### config.mk
export PLATFORM = sky130hd
export DESIGN_NAME = rcb_top
export DESIGN_NICKNAME = d
export VERILOG_FILES = /design/src/common/rcb_pkg.sv /design/src/logic/rcb_pin_filter.sv /design/src/logic/rcb_top.sv
export SDC_FILE = /design/constraint.sdc
export NUM_CORES = 1
export LEC_CHECK = 0
export BUFFER_PORTS_ARGS = -buffer_cell sky130_fd_sc_hd__buf_2
export CORE_ASPECT_RATIO = 0.75
export CORE_UTILIZATION = 55
export DETAILED_ROUTE_END_ITERATION = 8
export PLACE_DENSITY = 0.79
export RECOVER_POWER = 100
export SLEW_MARGIN = 10
export SYNTH_ARGS = -nofsm -noshare
export SYNTH_HDL_FRONTEND = slang
export SYNTH_SLANG_ARGS = --single-unit
### constraint.sdc
create_clock -name clk_sys -period 7.7 [get_ports clk_sys]
set_input_delay 0.77 -clock clk_sys [delete_from_list [all_inputs] [get_ports clk_sys]]
set_output_delay 0.77 -clock clk_sys [all_outputs]
set_load 0.01 [all_outputs]
### src/common/rcb_pkg.sv
/*
 * shared constants and types of the calendar clock with backup storage.
 * assumes a single 200 mhz system clock and calendar sources sampled as pins.
 */
package rcb_pkg;
	// -----------------------------------------------------------------
	// sizes and counts
	// -----------------------------------------------------------------
	localparam int unsigned BKP_WORDS = 5;
	localparam int unsigned BKP_WIDTH = 32;
	localparam int unsigned FAST_DIV_DEF = 32;
	localparam logic [14:0] PREDIV_RST = 15'h7fff;
	localparam logic [19:0] CAL_PLUS_ADD = 20'h00200;
	localparam logic [5:0] REF50_LAST = 6'h31;
	localparam logic [5:0] REF60_LAST = 6'h3b;

	// -----------------------------------------------------------------
	// pin slots of the input filter bank
	// -----------------------------------------------------------------
	localparam int unsigned PIN_XTAL = 0;
	localparam int unsigned PIN_RC = 1;
	localparam int unsigned PIN_FAST = 2;
	localparam int unsigned PIN_TAMP0 = 3;
	localparam int unsigned PIN_TAMP1 = 4;
	localparam int unsigned PIN_TS = 5;
	localparam int unsigned PIN_REF = 6;
	localparam int unsigned PIN_COUNT = 7;

	// -----------------------------------------------------------------
	// types
	// -----------------------------------------------------------------
	typedef enum logic [1:0] {
		SRC_XTAL = 2'b00,
		SRC_RC = 2'b01,
		SRC_FAST = 2'b10
	} rcb_src_t;

	typedef struct packed {
		logic [14:0] ss;
		logic [6:0] sec;
		logic [6:0] min;
		logic pm;
		logic [5:0] hour;
		logic [2:0] wday;
		logic [5:0] date;
		logic [4:0] month;
		logic [7:0] year;
	} rcb_cal_t;

	typedef struct packed {
		logic [3:0] msk;
		logic [6:0] sec;
		logic [6:0] min;
		logic pm;
		logic [5:0] hour;
		logic [5:0] date;
	} rcb_alarm_t;

	typedef struct packed {
		logic ts;
		logic [1:0] tamp;
		logic wut;
		logic alrb;
		logic alra;
	} rcb_flags_t;

	localparam rcb_cal_t CAL_RST = '{ss: PREDIV_RST, sec: 7'h00, min: 7'h00, pm: 1'b0,
		hour: 6'h00, wday: 3'h1, date: 6'h01, month: 5'h01, year: 8'h00};
endpackage : rcb_pkg

### src/logic/rcb_pin_filter.sv
/*
 * one pin: two-flop synchroniser, stability filter and rising-edge pulse.
 * assumes the pin is asynchronous to clk_sys and much slower than it.
 */
`timescale 1ns/1ps
module rcb_pin_filter (
	// clock and reset
	input logic clk_sys,
	input logic rst_n,
	// pin and filter depth
	input logic pin,
	input logic [1:0] filt,
	// filtered result
	output logic level,
	output logic rise
);
	logic sync1;
	logic sync2;
	logic [3:0] cnt;
	wire [3:0] need = (4'h1 << filt) - 4'h1;
	wire differ = sync2 != level;
	wire accept = differ && (cnt == need);

	// synchroniser; only sync2 reads sync1
	always_ff @(posedge clk_sys) begin
		if (!rst_n) begin
			sync1 <= 1'b0;
			sync2 <= 1'b0;
		end else begin
			sync1 <= pin;
			sync2 <= sync1;
		end
	end

	// a new level must hold for 2^filt samples before it is taken
	always_ff @(posedge clk_sys) begin
		if (!rst_n) begin
			cnt <= 4'h0;
			level <= 1'b0;
			rise <= 1'b0;
		end else begin
			cnt <= (differ && !accept) ? cnt + 4'h1 : 4'h0;
			if (accept) begin
				level <= sync2;
			end
			rise <= accept && sync2;
		end
	end
endmodule : rcb_pin_filter

### src/logic/rcb_top.sv
/*
 * calendar clock with backup words, alarms, wakeup timer, tamper and timestamp.
 * assumes this logic sits in the always-on domain and all config ports are
 * driven synchronously to clk_sys; calendar sources arrive as pins.
 */
`timescale 1ns/1ps
// Contract
// - five backup words of 32 bits, 20 bytes of user data.
// - backup words are never cleared by reset or standby wake.
// - calendar and backup stay powered and running in all modes.
// - bcd calendar from subseconds to year, 12 or 24 hour format.
// - month end uses 28, 29 leap, 30 or 31 days automatically.
// - two independent alarms, each able to wake the device.
// - periodic wakeup timer with programmable resolution and period.
// - on-the-fly shift of 1 to 32767 calendar clock pulses.
// - optional 50 or 60 hz reference resynchronises the second.
// - digital calibration adjusts the rate in steps of one pulse per 2^20, 0.954 ppm.
// - two tamper pins through a programmable filter, waking the device.
// - timestamp pin or tamper captures the calendar and wakes.
// - calendar source is slow crystal, slow rc or divided fast clock.
module rcb_top #(
	parameter int unsigned FAST_DIV = rcb_pkg::FAST_DIV_DEF
) (
	// clock and reset
	input logic clk_sys,
	input logic rst_n,
	// calendar clock pins
	input logic slow_crystal_clock,
	input logic slow_internal_rc_clock,
	input logic fast_external_clock,
	// event pins
	input logic [1:0] tamper_pin,
	input logic timestamp_pin,
	input logic ref_clock_pin,
	// configuration
	input rcb_pkg::rcb_src_t src_sel,
	input logic [14:0] prediv,
	input logic fmt_12h,
	input logic [8:0] cal_minus,
	input logic cal_plus,
	input logic ref_en,
	input logic ref_60hz,
	input logic wut_en,
	input logic [1:0] wut_sel,
	input logic [15:0] wut_reload,
	input logic [1:0] alarm_en,
	input rcb_pkg::rcb_alarm_t alarm_a,
	input rcb_pkg::rcb_alarm_t alarm_b,
	input logic [1:0] tamp_en,
	input logic [1:0] tamp_filt,
	input logic ts_en,
	// calendar load and shift
	input logic cal_set,
	input rcb_pkg::rcb_cal_t cal_wdata,
	input logic shift_req,
	input logic [14:0] shift_sub,
	input logic shift_add1s,
	// backup words
	input logic bkp_we,
	input logic [2:0] bkp_idx,
	input logic [31:0] bkp_wdata,
	output logic [31:0] bkp_rdata,
	// status
	output rcb_pkg::rcb_cal_t cal_now,
	output rcb_pkg::rcb_cal_t ts_cal,
	output rcb_pkg::rcb_flags_t flags,
	input rcb_pkg::rcb_flags_t flag_clr,
	output logic shift_busy,
	output logic wake_evt
);
	if (FAST_DIV < 2 || FAST_DIV > 256) begin : g_chk
		$error("FAST_DIV must lie in 2..256");
	end

	// -----------------------------------------------------------------
	// helpers
	// -----------------------------------------------------------------
	function automatic logic [7:0] bcd_inc(input logic [7:0] v);
		bcd_inc = (v[3:0] == 4'h9) ? {v[7:4] + 4'h1, 4'h0} : v + 8'h01;
	endfunction : bcd_inc

	function automatic logic [5:0] month_end(input logic [4:0] m, input logic [7:0] y);
		logic leap;
		leap = y[4] ? (y[3:0] == 4'h2 || y[3:0] == 4'h6)
			: (y[3:0] == 4'h0 || y[3:0] == 4'h4 || y[3:0] == 4'h8);
		case (m)
			5'h02: month_end = leap ? 6'h29 : 6'h28;
			5'h04, 5'h06, 5'h09, 5'h11: month_end = 6'h30;
			default: month_end = 6'h31;
		endcase
	endfunction : month_end

	function automatic logic alarm_hit(input rcb_pkg::rcb_alarm_t a, input rcb_pkg::rcb_cal_t c);
		alarm_hit = (a.msk[0] || a.sec == c.sec) && (a.msk[1] || a.min == c.min)
			&& (a.msk[2] || (a.hour == c.hour && a.pm == c.pm))
			&& (a.msk[3] || a.date == c.date);
	endfunction : alarm_hit

	// -----------------------------------------------------------------
	// pin filters
	// -----------------------------------------------------------------
	wire [6:0] pin_raw = {ref_clock_pin, timestamp_pin, tamper_pin, fast_external_clock,
		slow_internal_rc_clock, slow_crystal_clock};
	wire [6:0] pin_rise;

	for (genvar gi = 0; gi < rcb_pkg::PIN_COUNT; gi++) begin : g_pin
		rcb_pin_filter u_flt (
			.clk_sys(clk_sys),
			.rst_n(rst_n),
			.pin(pin_raw[gi]),
			.filt((gi == rcb_pkg::PIN_TAMP0 || gi == rcb_pkg::PIN_TAMP1) ? tamp_filt : 2'h0),
			.level(),
			.rise(pin_rise[gi])
		);
	end

	// -----------------------------------------------------------------
	// source select, calibration, shift, prescaler
	// -----------------------------------------------------------------
	logic [7:0] fast_cnt;
	logic [19:0] wcnt;
	logic [15:0] shift_pend;
	logic [5:0] ref_cnt;
	logic [15:0] wut_cnt;
	logic tick_q;
	logic day_carry;
	rcb_pkg::rcb_cal_t next_cal;
	rcb_pkg::rcb_flags_t next_flags;
	logic [31:0] bkp_mem [rcb_pkg::BKP_WORDS];

	wire fast_wrap = pin_rise[rcb_pkg::PIN_FAST] && fast_cnt == 8'(FAST_DIV - 1);
	wire src_pulse = (src_sel == rcb_pkg::SRC_XTAL) ? pin_rise[rcb_pkg::PIN_XTAL]
		: (src_sel == rcb_pkg::SRC_RC) ? pin_rise[rcb_pkg::PIN_RC]
		: (src_sel == rcb_pkg::SRC_FAST) && fast_wrap;
	// mask cal_minus pulses, double cal_plus*512 pulses in each 2^20 window
	wire cal_msk = wcnt < {11'h000, cal_minus};
	wire cal_ins = cal_plus && wcnt < rcb_pkg::CAL_PLUS_ADD;
	wire [1:0] step_raw = src_pulse ? 2'h1 + {1'b0, cal_ins} - {1'b0, cal_msk} : 2'h0;
	wire swallow = shift_busy && step_raw != 2'h0;
	wire [1:0] step = swallow ? 2'h0 : step_raw;
	wire shift_go = shift_req && !shift_busy;
	wire force_tick = shift_go && shift_add1s;
	wire presc_wrap = {13'h0000, step} > cal_now.ss;
	wire [14:0] presc_dec = cal_now.ss - {13'h0000, step};
	wire [14:0] next_ss = presc_wrap ? prediv + 15'h0001 + presc_dec : presc_dec;
	wire [5:0] ref_last = ref_60hz ? rcb_pkg::REF60_LAST : rcb_pkg::REF50_LAST;
	wire ref_sec = pin_rise[rcb_pkg::PIN_REF] && ref_cnt == ref_last;
	wire tick = (ref_en ? ref_sec : presc_wrap) || force_tick;
	wire [3:0] wdiv_msk = 4'hf >> (2'h3 - wut_sel);
	wire wut_base = (wut_sel == 2'h3) ? tick
		: src_pulse && (wcnt[3:0] & wdiv_msk) == wdiv_msk;
	wire wut_fire = wut_en && wut_base && wut_cnt == 16'h0000;
	wire [1:0] alm_hit = {tick_q && alarm_en[1] && alarm_hit(alarm_b, cal_now),
		tick_q && alarm_en[0] && alarm_hit(alarm_a, cal_now)};
	wire [1:0] tamp_evt = pin_rise[rcb_pkg::PIN_TAMP1:rcb_pkg::PIN_TAMP0] & tamp_en;
	wire ts_evt = (ts_en && pin_rise[rcb_pkg::PIN_TS]) || tamp_evt != 2'h0;
	wire [5:0] flag_set = {ts_evt, tamp_evt, wut_fire, alm_hit};
	// a set in the clearing cycle wins
	assign next_flags = rcb_pkg::rcb_flags_t'((flags & ~flag_clr) | flag_set);
	assign shift_busy = shift_pend != 16'h0000;

	// source counters and calibration window
	always_ff @(posedge clk_sys) begin
		if (!rst_n) begin
			fast_cnt <= 8'h00;
			wcnt <= 20'h00000;
			ref_cnt <= 6'h00;
			tick_q <= 1'b0;
		end else begin
			if (pin_rise[rcb_pkg::PIN_FAST]) begin
				fast_cnt <= fast_wrap ? 8'h00 : fast_cnt + 8'h01;
			end
			if (src_pulse) begin
				wcnt <= wcnt + 20'h00001;
			end
			if (pin_rise[rcb_pkg::PIN_REF]) begin
				ref_cnt <= ref_sec ? 6'h00 : ref_cnt + 6'h01;
			end
			tick_q <= tick;
		end
	end

	// pending shift: each pulse swallowed delays the clock by one
	always_ff @(posedge clk_sys) begin
		if (!rst_n) begin
			shift_pend <= 16'h0000;
		end else if (shift_go) begin
			shift_pend <= shift_add1s ? {1'b0, prediv} + 16'h0001 - {1'b0, shift_sub}
				: {1'b0, shift_sub};
		end else if (swallow) begin
			shift_pend <= shift_pend - 16'h0001;
		end
	end

	// -----------------------------------------------------------------
	// calendar
	// -----------------------------------------------------------------
	always_comb begin
		next_cal = cal_now;
		day_carry = 1'b0;
		next_cal.ss = (ref_en && ref_sec) ? prediv : next_ss;
		if (tick) begin
			next_cal.sec = (cal_now.sec == 7'h59) ? 7'h00 : 7'(bcd_inc({1'b0, cal_now.sec}));
			if (cal_now.sec == 7'h59) begin
				next_cal.min = (cal_now.min == 7'h59) ? 7'h00 : 7'(bcd_inc({1'b0, cal_now.min}));
				if (cal_now.min == 7'h59) begin
					if (fmt_12h) begin
						next_cal.hour = (cal_now.hour == 6'h12) ? 6'h01
							: 6'(bcd_inc({2'h0, cal_now.hour}));
						if (cal_now.hour == 6'h11) begin
							next_cal.pm = !cal_now.pm;
							day_carry = cal_now.pm;
						end
					end else begin
						next_cal.hour = (cal_now.hour == 6'h23) ? 6'h00
							: 6'(bcd_inc({2'h0, cal_now.hour}));
						day_carry = cal_now.hour == 6'h23;
					end
				end
			end
		end
		if (day_carry) begin
			next_cal.wday = (cal_now.wday == 3'h7) ? 3'h1 : cal_now.wday + 3'h1;
			if (cal_now.date == month_end(cal_now.month, cal_now.year)) begin
				next_cal.date = 6'h01;
				next_cal.month = (cal_now.month == 5'h12) ? 5'h01
					: 5'(bcd_inc({3'h0, cal_now.month}));
				if (cal_now.month == 5'h12) begin
					next_cal.year = (cal_now.year == 8'h99) ? 8'h00 : bcd_inc(cal_now.year);
				end
			end else begin
				next_cal.date = 6'(bcd_inc({2'h0, cal_now.date}));
			end
		end
		if (cal_set) begin
			next_cal = cal_wdata;
		end
	end

	// calendar, timestamp, flags, wakeup counter
	always_ff @(posedge clk_sys) begin
		if (!rst_n) begin
			cal_now <= rcb_pkg::CAL_RST;
			ts_cal <= rcb_pkg::CAL_RST;
			flags <= '0;
			wake_evt <= 1'b0;
			wut_cnt <= 16'h0000;
		end else begin
			cal_now <= next_cal;
			if (ts_evt) begin
				ts_cal <= cal_now;
			end
			flags <= next_flags;
			wake_evt <= next_flags != '0;
			if (!wut_en || (wut_base && wut_cnt == 16'h0000)) begin
				wut_cnt <= wut_reload;
			end else if (wut_base) begin
				wut_cnt <= wut_cnt - 16'h0001;
			end
		end
	end

	// -----------------------------------------------------------------
	// backup words: no reset on purpose, so contents outlive any reset
	// -----------------------------------------------------------------
	wire bkp_hit = bkp_idx < 3'(rcb_pkg::BKP_WORDS);

	always_ff @(posedge clk_sys) begin
		if (rst_n && bkp_we && bkp_hit) begin
			bkp_mem[bkp_idx] <= bkp_wdata;
		end
	end

	always_ff @(posedge clk_sys) begin
		if (!rst_n) begin
			bkp_rdata <= 32'h00000000;
		end else begin
			bkp_rdata <= bkp_hit ? bkp_mem[bkp_idx] : 32'h00000000;
		end
	end

	// -----------------------------------------------------------------
	// assertions
	// -----------------------------------------------------------------
	property p_bkp_write;
		@(posedge clk_sys) disable iff (!rst_n)
		bkp_we && bkp_hit |=> bkp_mem[$past(bkp_idx)] == $past(bkp_wdata);
	endproperty
	a_bkp_write: assert property (p_bkp_write) else $error("backup write lost");

	property p_bkp_keep;
		@(posedge clk_sys) disable iff (!rst_n)
		$rose(rst_n) |-> $stable(bkp_mem[0]);
	endproperty
	a_bkp_keep: assert property (p_bkp_keep) else $error("backup changed by reset");

	property p_sec_roll;
		@(posedge clk_sys) disable iff (!rst_n)
		tick && !cal_set && cal_now.sec == 7'h59
			|=> cal_now.sec == 7'h00 && cal_now.min != $past(cal_now.min);
	endproperty
	a_sec_roll: assert property (p_sec_roll) else $error("second rollover wrong");

	property p_month_len;
		@(posedge clk_sys) disable iff (!rst_n)
		day_carry && !cal_set && cal_now.date == month_end(cal_now.month, cal_now.year)
			|=> cal_now.date == 6'h01;
	endproperty
	a_month_len: assert property (p_month_len) else $error("month end missed");

	property p_alarm;
		@(posedge clk_sys) disable iff (!rst_n)
		tick ##1 (alarm_en[0] && alarm_hit(alarm_a, cal_now)) |=> flags.alra && wake_evt;
	endproperty
	a_alarm: assert property (p_alarm) else $error("alarm a not raised");

	property p_wut;
		@(posedge clk_sys) disable iff (!rst_n)
		wut_fire |=> flags.wut && wut_cnt == $past(wut_reload);
	endproperty
	a_wut: assert property (p_wut) else $error("wakeup timer wrong");

	property p_shift;
		@(posedge clk_sys) disable iff (!rst_n)
		shift_go && !shift_add1s && shift_sub != 15'h0000
			|=> shift_busy && shift_pend == {1'b0, $past(shift_sub)};
	endproperty
	a_shift: assert property (p_shift) else $error("shift not loaded");

	property p_ref;
		@(posedge clk_sys) disable iff (!rst_n)
		ref_en && ref_sec && !cal_set |=> cal_now.ss == $past(prediv);
	endproperty
	a_ref: assert property (p_ref) else $error("reference resync missed");

	property p_calib;
		@(posedge clk_sys) disable iff (!rst_n)
		src_pulse && {11'h000, cal_minus} > wcnt && !cal_plus |-> step == 2'h0;
	endproperty
	a_calib: assert property (p_calib) else $error("calibration mask missed");

	property p_tamp;
		@(posedge clk_sys) disable iff (!rst_n)
		pin_rise[rcb_pkg::PIN_TAMP0] && tamp_en[0] |=> flags.tamp[0] && flags.ts;
	endproperty
	a_tamp: assert property (p_tamp) else $error("tamper not flagged");

	property p_ts;
		@(posedge clk_sys) disable iff (!rst_n)
		ts_evt |=> ts_cal == $past(cal_now);
	endproperty
	a_ts: assert property (p_ts) else $error("timestamp not captured");

	property p_presc;
		@(posedge clk_sys) disable iff (!rst_n)
		!ref_en && step != 2'h0 && cal_now.ss == 15'h0000 |-> tick;
	endproperty
	a_presc: assert property (p_presc) else $error("second tick missed");

	c_alarm: cover property (@(posedge clk_sys) disable iff (!rst_n) alm_hit[0]);
	c_month: cover property (@(posedge clk_sys) disable iff (!rst_n)
		day_carry && cal_now.month == 5'h02);
	c_ts: cover property (@(posedge clk_sys) disable iff (!rst_n) ts_evt ##1 wake_evt);
	c_wut: cover property (@(posedge clk_sys) disable iff (!rst_n) wut_fire);
endmodule : rcb_top

==> flow_summary.toml, run 1 <==
[floorplan]
die_w_um = 230
rows = 62
die_area_sq_um = 39900
start_util = 0.560
die_h_um = 173
core_sq_um = 38400
io_pins = 401

[clocking]
cts_tree = "built"
clk_pin_slew_worst_paths_ns = 0.06
clock_path_buffers = 3
root_buffer = "clkbuf_16"
cts_resized = 0
clock_latency_ns = 0.57
htree_levels = 2
hold_buffers = 0
numCtsBuffers = 43
clkSinkCount = 438
postCtsSetupRepairBufs = 0

[power]
vdd_drop_max_mv = 0.179
leakage_nw = 9.68
powerDensity_nw_per_um2 = 233

[global_routing]
overflow = 0
grtUsageTotal = 0.301
grt_pass1_vias = 17485
grt_max_degree = 87
antenna_found_initial = 6
grt_pass1_wl_um = 95600

[synthesis]
synth_xor_area_frac = 0.0610
syn_inst = 2206
yosys.area_share.simple = 0.174
syn-cell-area_sq_um = 21500
synth_top_family_by_area = "simple AND/OR/NAND/NOR gates"
synth_common_cells = "278 x dfxtp_1, 265 x nand2_1, 191 x nor2_1"
synth_ff_type = "dfxtp_1"
synth_seq_area_share = 0.482
synth.most_common_cell = "dfxtp_1"
synth_top_cell_area_share = 0.259
syn_nets = 2544
synth.avg_cell_area_sq_um = 9.76
async_flop_share = 0
synth.top_cells.by_area = "dfxtp_1 26%, edfxtp_1 22%, ha_1 5.2%"
ys_ff_latch = 438
yosys_warnings = 0
synth_cell_types = 81
synth.area.mux_share = 0.0667
synth_fa_ha_area_frac = 0.0551
synth-edff-count = 160
synth_compound_area_frac = 0.123
synth_top_cell_by_area = "dfxtp_1"

[hold_path]
hp-class = "input pin to flip-flop"
hp-start = "fast_external_clock"

[final_layout]
final_util = 0.651
nets = 2883
area_delta_synth_final_pct = 16.2
drive_above_1_share = 0.136

[route]
postRouteAntennaNets = 0
wl_per_cell_um = 19.8
top_layer = "met5"
route.vias.total = 18271
dr.pass1.iters = 5
vias_per_cell = 5.90
wl_met1_um = 26400
wl_um = 61500
first_iter_violations = 1592
dr_wl_met3_um = 4210
met2_length_um = 28600
drc = 0

[sta]
worst_pin_slew_ns = 1.88
drv_slew = 341
rsz0062_at_grt = "no"
fin_crit_sh = 0.847
fin_crit_ns = 6.52
fin_skew_ns = 0.0235
setup_viol_count_final = 0
hold_violations = 0
slew_headroom = -0.254
clock.fmax_ghz = 0.153
tns_ns = 0

[place]
place_hpwl_um = 43300
port_buffers = 400
gp_congestion = 0.934

[worst_setup_path]
arrival_ns = 6.95
critPathLaunchType = "flip-flop"
cp.required_ns = 8.13
critical_path_class = "flip-flop to flip-flop"
critPathLaunch = "shift_pend[0]$_SDFFE_PN0P_"
critPathMaxFanout = 8
reg2reg_from = "shift_pend[0]$_SDFFE_PN0P_"
end_kind = "flip-flop"

[run]
cap_violations = 12

[outcome]
status = "complete, but fails checks"
violations = "max-capacitance violations, max-slew violations"
## layer usage
layer  global-route usage  vias up
li1                     -     8583
met1                0.413     8745
met2                0.484      792
met3               0.0436      149
met4                0.113        2
met5                    0        -
## critical path, cell delays in order (launching register included)
cell	delay [ns]
dfxtp_1	0.34
inv_1	0.07
ha_1	0.16
or3b_1	0.40
nor4_1	1.20
and2_0	0.33
and3_1	0.23
ha_1	0.16
inv_1	0.06
fa_1	0.45
nor3_1	0.25
nor3b_1	0.28
xor2_1	0.22
ha_1	0.30
a211oi_1	0.56
a21oi_1	0.17
o31ai_1	0.43
o21ai_0	0.24
mux2i_1	0.16
or3_1	0.36
## sequential cells by signal, indices dropped and copies added (netlist names)
register / flops
g_pin.u_flt.sync2: 7
wut_cnt: 16
fast_cnt: 8
bkp_rdata: 32
cal_now: 58
ref_cnt: 6
ts_cal: 58
g_pin.u_flt.rise: 7
tick_q: 1
bkp_mem: 160
shift_pend: 16
flags: 6
g_pin.u_flt.level: 7
wcnt: 20
wake_evt: 1
g_pin.u_flt.cnt: 28
g_pin.u_flt.sync1: 7
## cells in the final DEF, fill, tap and decap left out, drive strengths merged, types with 35 or more instances in the layout
cell type,count
a21oi,136
buf,222
clkbuf,259
dfxtp,278
edfxtp,160
ha,90
inv,90
mux2i,68
nand2,266
nand3,72
nor2,191
nor3,48
nor4,35
o21ai,102
xnor2,69
xor2,81
## worst paths after layout
path / cells past startpoint / slack (ns) / to
max: 19 / 1.18 / cal_now[57]$_SDFF_PN1_
min: 2 / 0.43 / g_pin[2].u_flt.sync1$_SDFF_PN0_
min reg2reg: 1 / 0.43 / g_pin[1].u_flt.sync2$_SDFF_PN0_
max reg2reg: 19 / 1.18 / cal_now[57]$_SDFF_PN1_
## kinds of logic (layout without fill, tap and decap cells)
family | after synthesis | after routing
buffers and inverters | 216 | 589
AOI/OAI and AO/OA | 420 | 420
adders and majority gates | 93 | 93
DFF | 438 | 438
xor gates and xnor gates | 150 | 150
and+or+nand+nor | 786 | 786
muxes | 103 | 103
other | 0 | 8
## report_power, final
part,leakage (nW),switching (mW),total [mW],internal (mW)
Sequential,3.72,0.133,2.64,2.51
Clock,0.709,0.919,2.14,1.22
Combinational,5.25,0.633,1.05,0.412
Total,9.68,1.69,5.83,4.14
## area by class of cell
cell class                 count  area [sq um]
sequential                   438         10400
multi-input combinational   1552         10300
timing repair buffer         420          1880
fill                        3190         13400
tap                          512           641
inverter                      90           339
antenna                        8          20.0
clock inverter                18           211
clock buffer                  61          1220
## through the flow
step / instances / setup WS (ns) / hold WS (ns) / area (sq um) / power, mW
after global placement: 3012 / 1.44 / 0.416 / 23900 / 3.71
after CTS: 3091 / 1.74 / 0.403 / 25300 / 5.87
final: 3099 / 1.18 / 0.430 / 25000 / 5.83
after detailed placement: 3012 / 1.42 / 0.419 / 23900 / 3.74
after global routing: 3095 / 0.804 / 0.411 / 25000 / 6.06
after floorplan: 2206 / 2.09 / 0.412 / 21500 / 3.39
Power figures use the tool's default switching activity.
==> run 2, diff against run 1 <==
Settings changed: CORE_UTILIZATION 55 to 51, PLACE_DENSITY 0.79 to 0.77.
Clock period 7.7 ns to 5.4 ns, I/O delays scaled along.
==> run 2 against run 1 <==
Combinational power up 50%. The run still ends with max-capacitance violations, max-slew violations left. Critical endpoint unchanged. Core utilization shrank 3.4 points. Critical path type unchanged. Global-route usage fell by 1.7 points. Highest routed layer unchanged. Largest cell class is now multi-input combinational cells.
==> flow_summary.toml, run 2 (synthesized netlist as in run 1, its figures left out) <==
[route]
wl_um = 62100
first_iter_violations = 1679
wl_per_cell_um = 19.5
route.vias.total = 18379
postRouteAntennaNets = 0
vias_per_cell = 5.77
drc = 0
dr.pass1.iters = 5

[clocking]
root_buffer = "clkbuf_16"
htree_levels = 2
clk_pin_slew_worst_paths_ns = 0.07
clock_path_buffers = 3
numCtsBuffers = 44
clkSinkCount = 438
cts_tree = "built"
clock_latency_ns = 0.55

[sta]
fin_crit_ns = 5.09
tns_ns = 0
fin_ws_ns = 0.308
fin_skew_ns = 0.0145
drv_slew = 269
worst_pin_slew_ns = 2.25
fin_crit_sh = 0.943
hold_violations = 0
slew_headroom = -0.502
hold_slack_ns = 0.189
setup_viol_count_final = 0
clock.fmax_ghz = 0.196

[final_layout]
area_delta_synth_final_pct = 18.1
design_area_sq_um = 25400
final_util = 0.618
mostFrequentLayoutCells = "278 x dfxtp_1, 265 x nand2_1, 213 x clkbuf_1, 211 x buf_2, 190 x nor2_1"
multi_input_area_sq_um = 10400
top_regs = "bkp_mem: 160 flops, cal_now: 58 flops, ts_cal: 58 flops"
fill_cells = 3616
top_register = "bkp_mem"
drive_above_1_share = 0.153
nets = 2923
layout_commonest_cell = "dfxtp_1"
seq_area_sq_um = 10400
largest_register_ffs = 160
layout.cells.non_filler = 3185

[hold_path]
hp-start = "timestamp_pin"
min_to = "g_pin[5].u_flt.sync1$_SDFF_PN0_"
whs_path_depth = 2
hp-class = "input pin to flip-flop"

[worst_setup_path]
critPathMaxFanout = 3
arrival_ns = 5.53
end_kind = "flip-flop"
reg2regPathDepth = 23
r2r_slack_ns = 0.31
cp.required_ns = 5.84
critPathLaunchType = "flip-flop"
critical_path_class = "flip-flop to flip-flop"
reg2reg_from = "wcnt[1]$_SDFFE_PN0N_"
worstReg2RegEnd = "cal_now[57]$_SDFF_PN1_"

[power]
seqPwrFrac = 0.452
vdd_drop_max_mv = 0.298
power_mw = 8.35
p_clk_frac = 0.359
swShare = 0.294
powerDensity_nw_per_um2 = 329
leakage_nw = 9.86
p_int_mw = 5.90
switchingPower_mw = 2.46
combPwrFrac = 0.189

[place]
port_buffers = 400
place_hpwl_um = 44400
place_ws_ns = -0.369
gp_congestion = 0.954
placed_area_sq_um = 24200
dp.cells = 3098

[floorplan]
die_w_um = 239
io_pins = 401
rows = 64
die_area_sq_um = 43000
core_sq_um = 41200
start_util = 0.523
die_h_um = 180

[outcome]
violations = "max-capacitance violations, max-slew violations"
status = "complete, but fails checks"

[global_routing]
grt_pass1_vias = 17785
use_met2 = 0.454
overflow = 0
grtUsageTotal = 0.284
gr-usage-met1 = 0.395
grt_max_degree = 79
grt_pass1_wl_um = 97400
antenna_found_initial = 5
busiest_layer = "met2"
grtUsageMet3 = 0.0438

[run]
cap_violations = 8
-- run 2: changes by cell type in the layout (fill, tap and decap cells not counted), sizes merged --
cell	previous run	this run
bufinv	3	1
clkbuf	259	266
inv	90	94
clkinvlp	2	3
clkinv	13	12
buf	222	255
diode	8	3
-- run 2: worst max path at each step --
| stage | cells after the start | startpoint | endpoint |
|---|---|---|---|
| 6_report | 23 | wcnt[1]$_SDFFE_PN0N_ | cal_now[57]$_SDFF_PN1_ |
| 5_1_grt | 20 | fast_cnt[0]$_SDFFE_PN0P_ | cal_now[51]$_SDFF_PN1_ |
| 4_1_cts | 23 | wcnt[1]$_SDFFE_PN0N_ | cal_now[57]$_SDFF_PN1_ |
| 3_3_place_gp | 25 | cal_minus[1] | cal_now[57]$_SDFF_PN1_ |
| 2_1_floorplan | 23 | cal_minus[1] | cal_now[57]$_SDFF_PN1_ |
| 3_5_place_dp | 25 | cal_minus[1] | cal_now[57]$_SDFF_PN1_ |
-- run 2: layer usage --
| metal | vias up | part of all wire |
|---|---|---|
| met1 | 8815 | 0.43 |
| met2 | 760 | 0.46 |
| li1 | 8673 | - |
| met4 | 4 | 0.031 |
| met3 | 127 | 0.071 |
| met5 | - | 0.00037 |
-- run 2: layout make-up --
cell class,instances,area share
Clock inverter,20,0.00694
Timing Repair Buffer,459,0.0854
Multi-Input combinational cell,1552,0.410
Inverter,90,0.0134
Antenna cell,3,0.000295
Tap cell,561,0.0276
Sequential cell,438,0.408
Clock buffer,62,0.0488
-- run 2: what timing repair did --
item                                    in CTS  in global routing
hold buffers                                 0                  0
buffers inserted                             0                  3
endpoints found under the setup margin       1                  5
gates resized for setup                      1                 16
pin swaps                                    0                  5
-- run 2: power groups by stage --
stage               combinational (mW)  sequential [mW]  clock, mW
CTS                               1.58             3.76       3.05
global route                      1.73             3.79       3.19
detailed placement                1.56             3.83          0
global placement                  1.52             3.82          0
finish                            1.58             3.77       3.00
floorplan                         1.07             3.77          0
-- run 2: worst max-delay path, cell delays in order (launching register included) --
cell and delay [ns]:
dfxtp_1 0.33, ha_1 0.27, a21o_1 0.15, a21o_1 0.17, a21o_1 0.17, a211o_1 0.28, a21oi_1 0.11, o21ai_0 0.12
ha_1 0.32, and3_4 0.18, ha_1 0.14, inv_1 0.06, fa_2 0.34, nor3_2 0.20, nor3b_2 0.23, xor2_1 0.21
ha_1 0.28, o21a_1 0.14, o211ai_1 0.33, a21oi_2 0.09, o31ai_4 0.26, o21ai_2 0.12, mux2i_1 0.12, or3_1 0.36
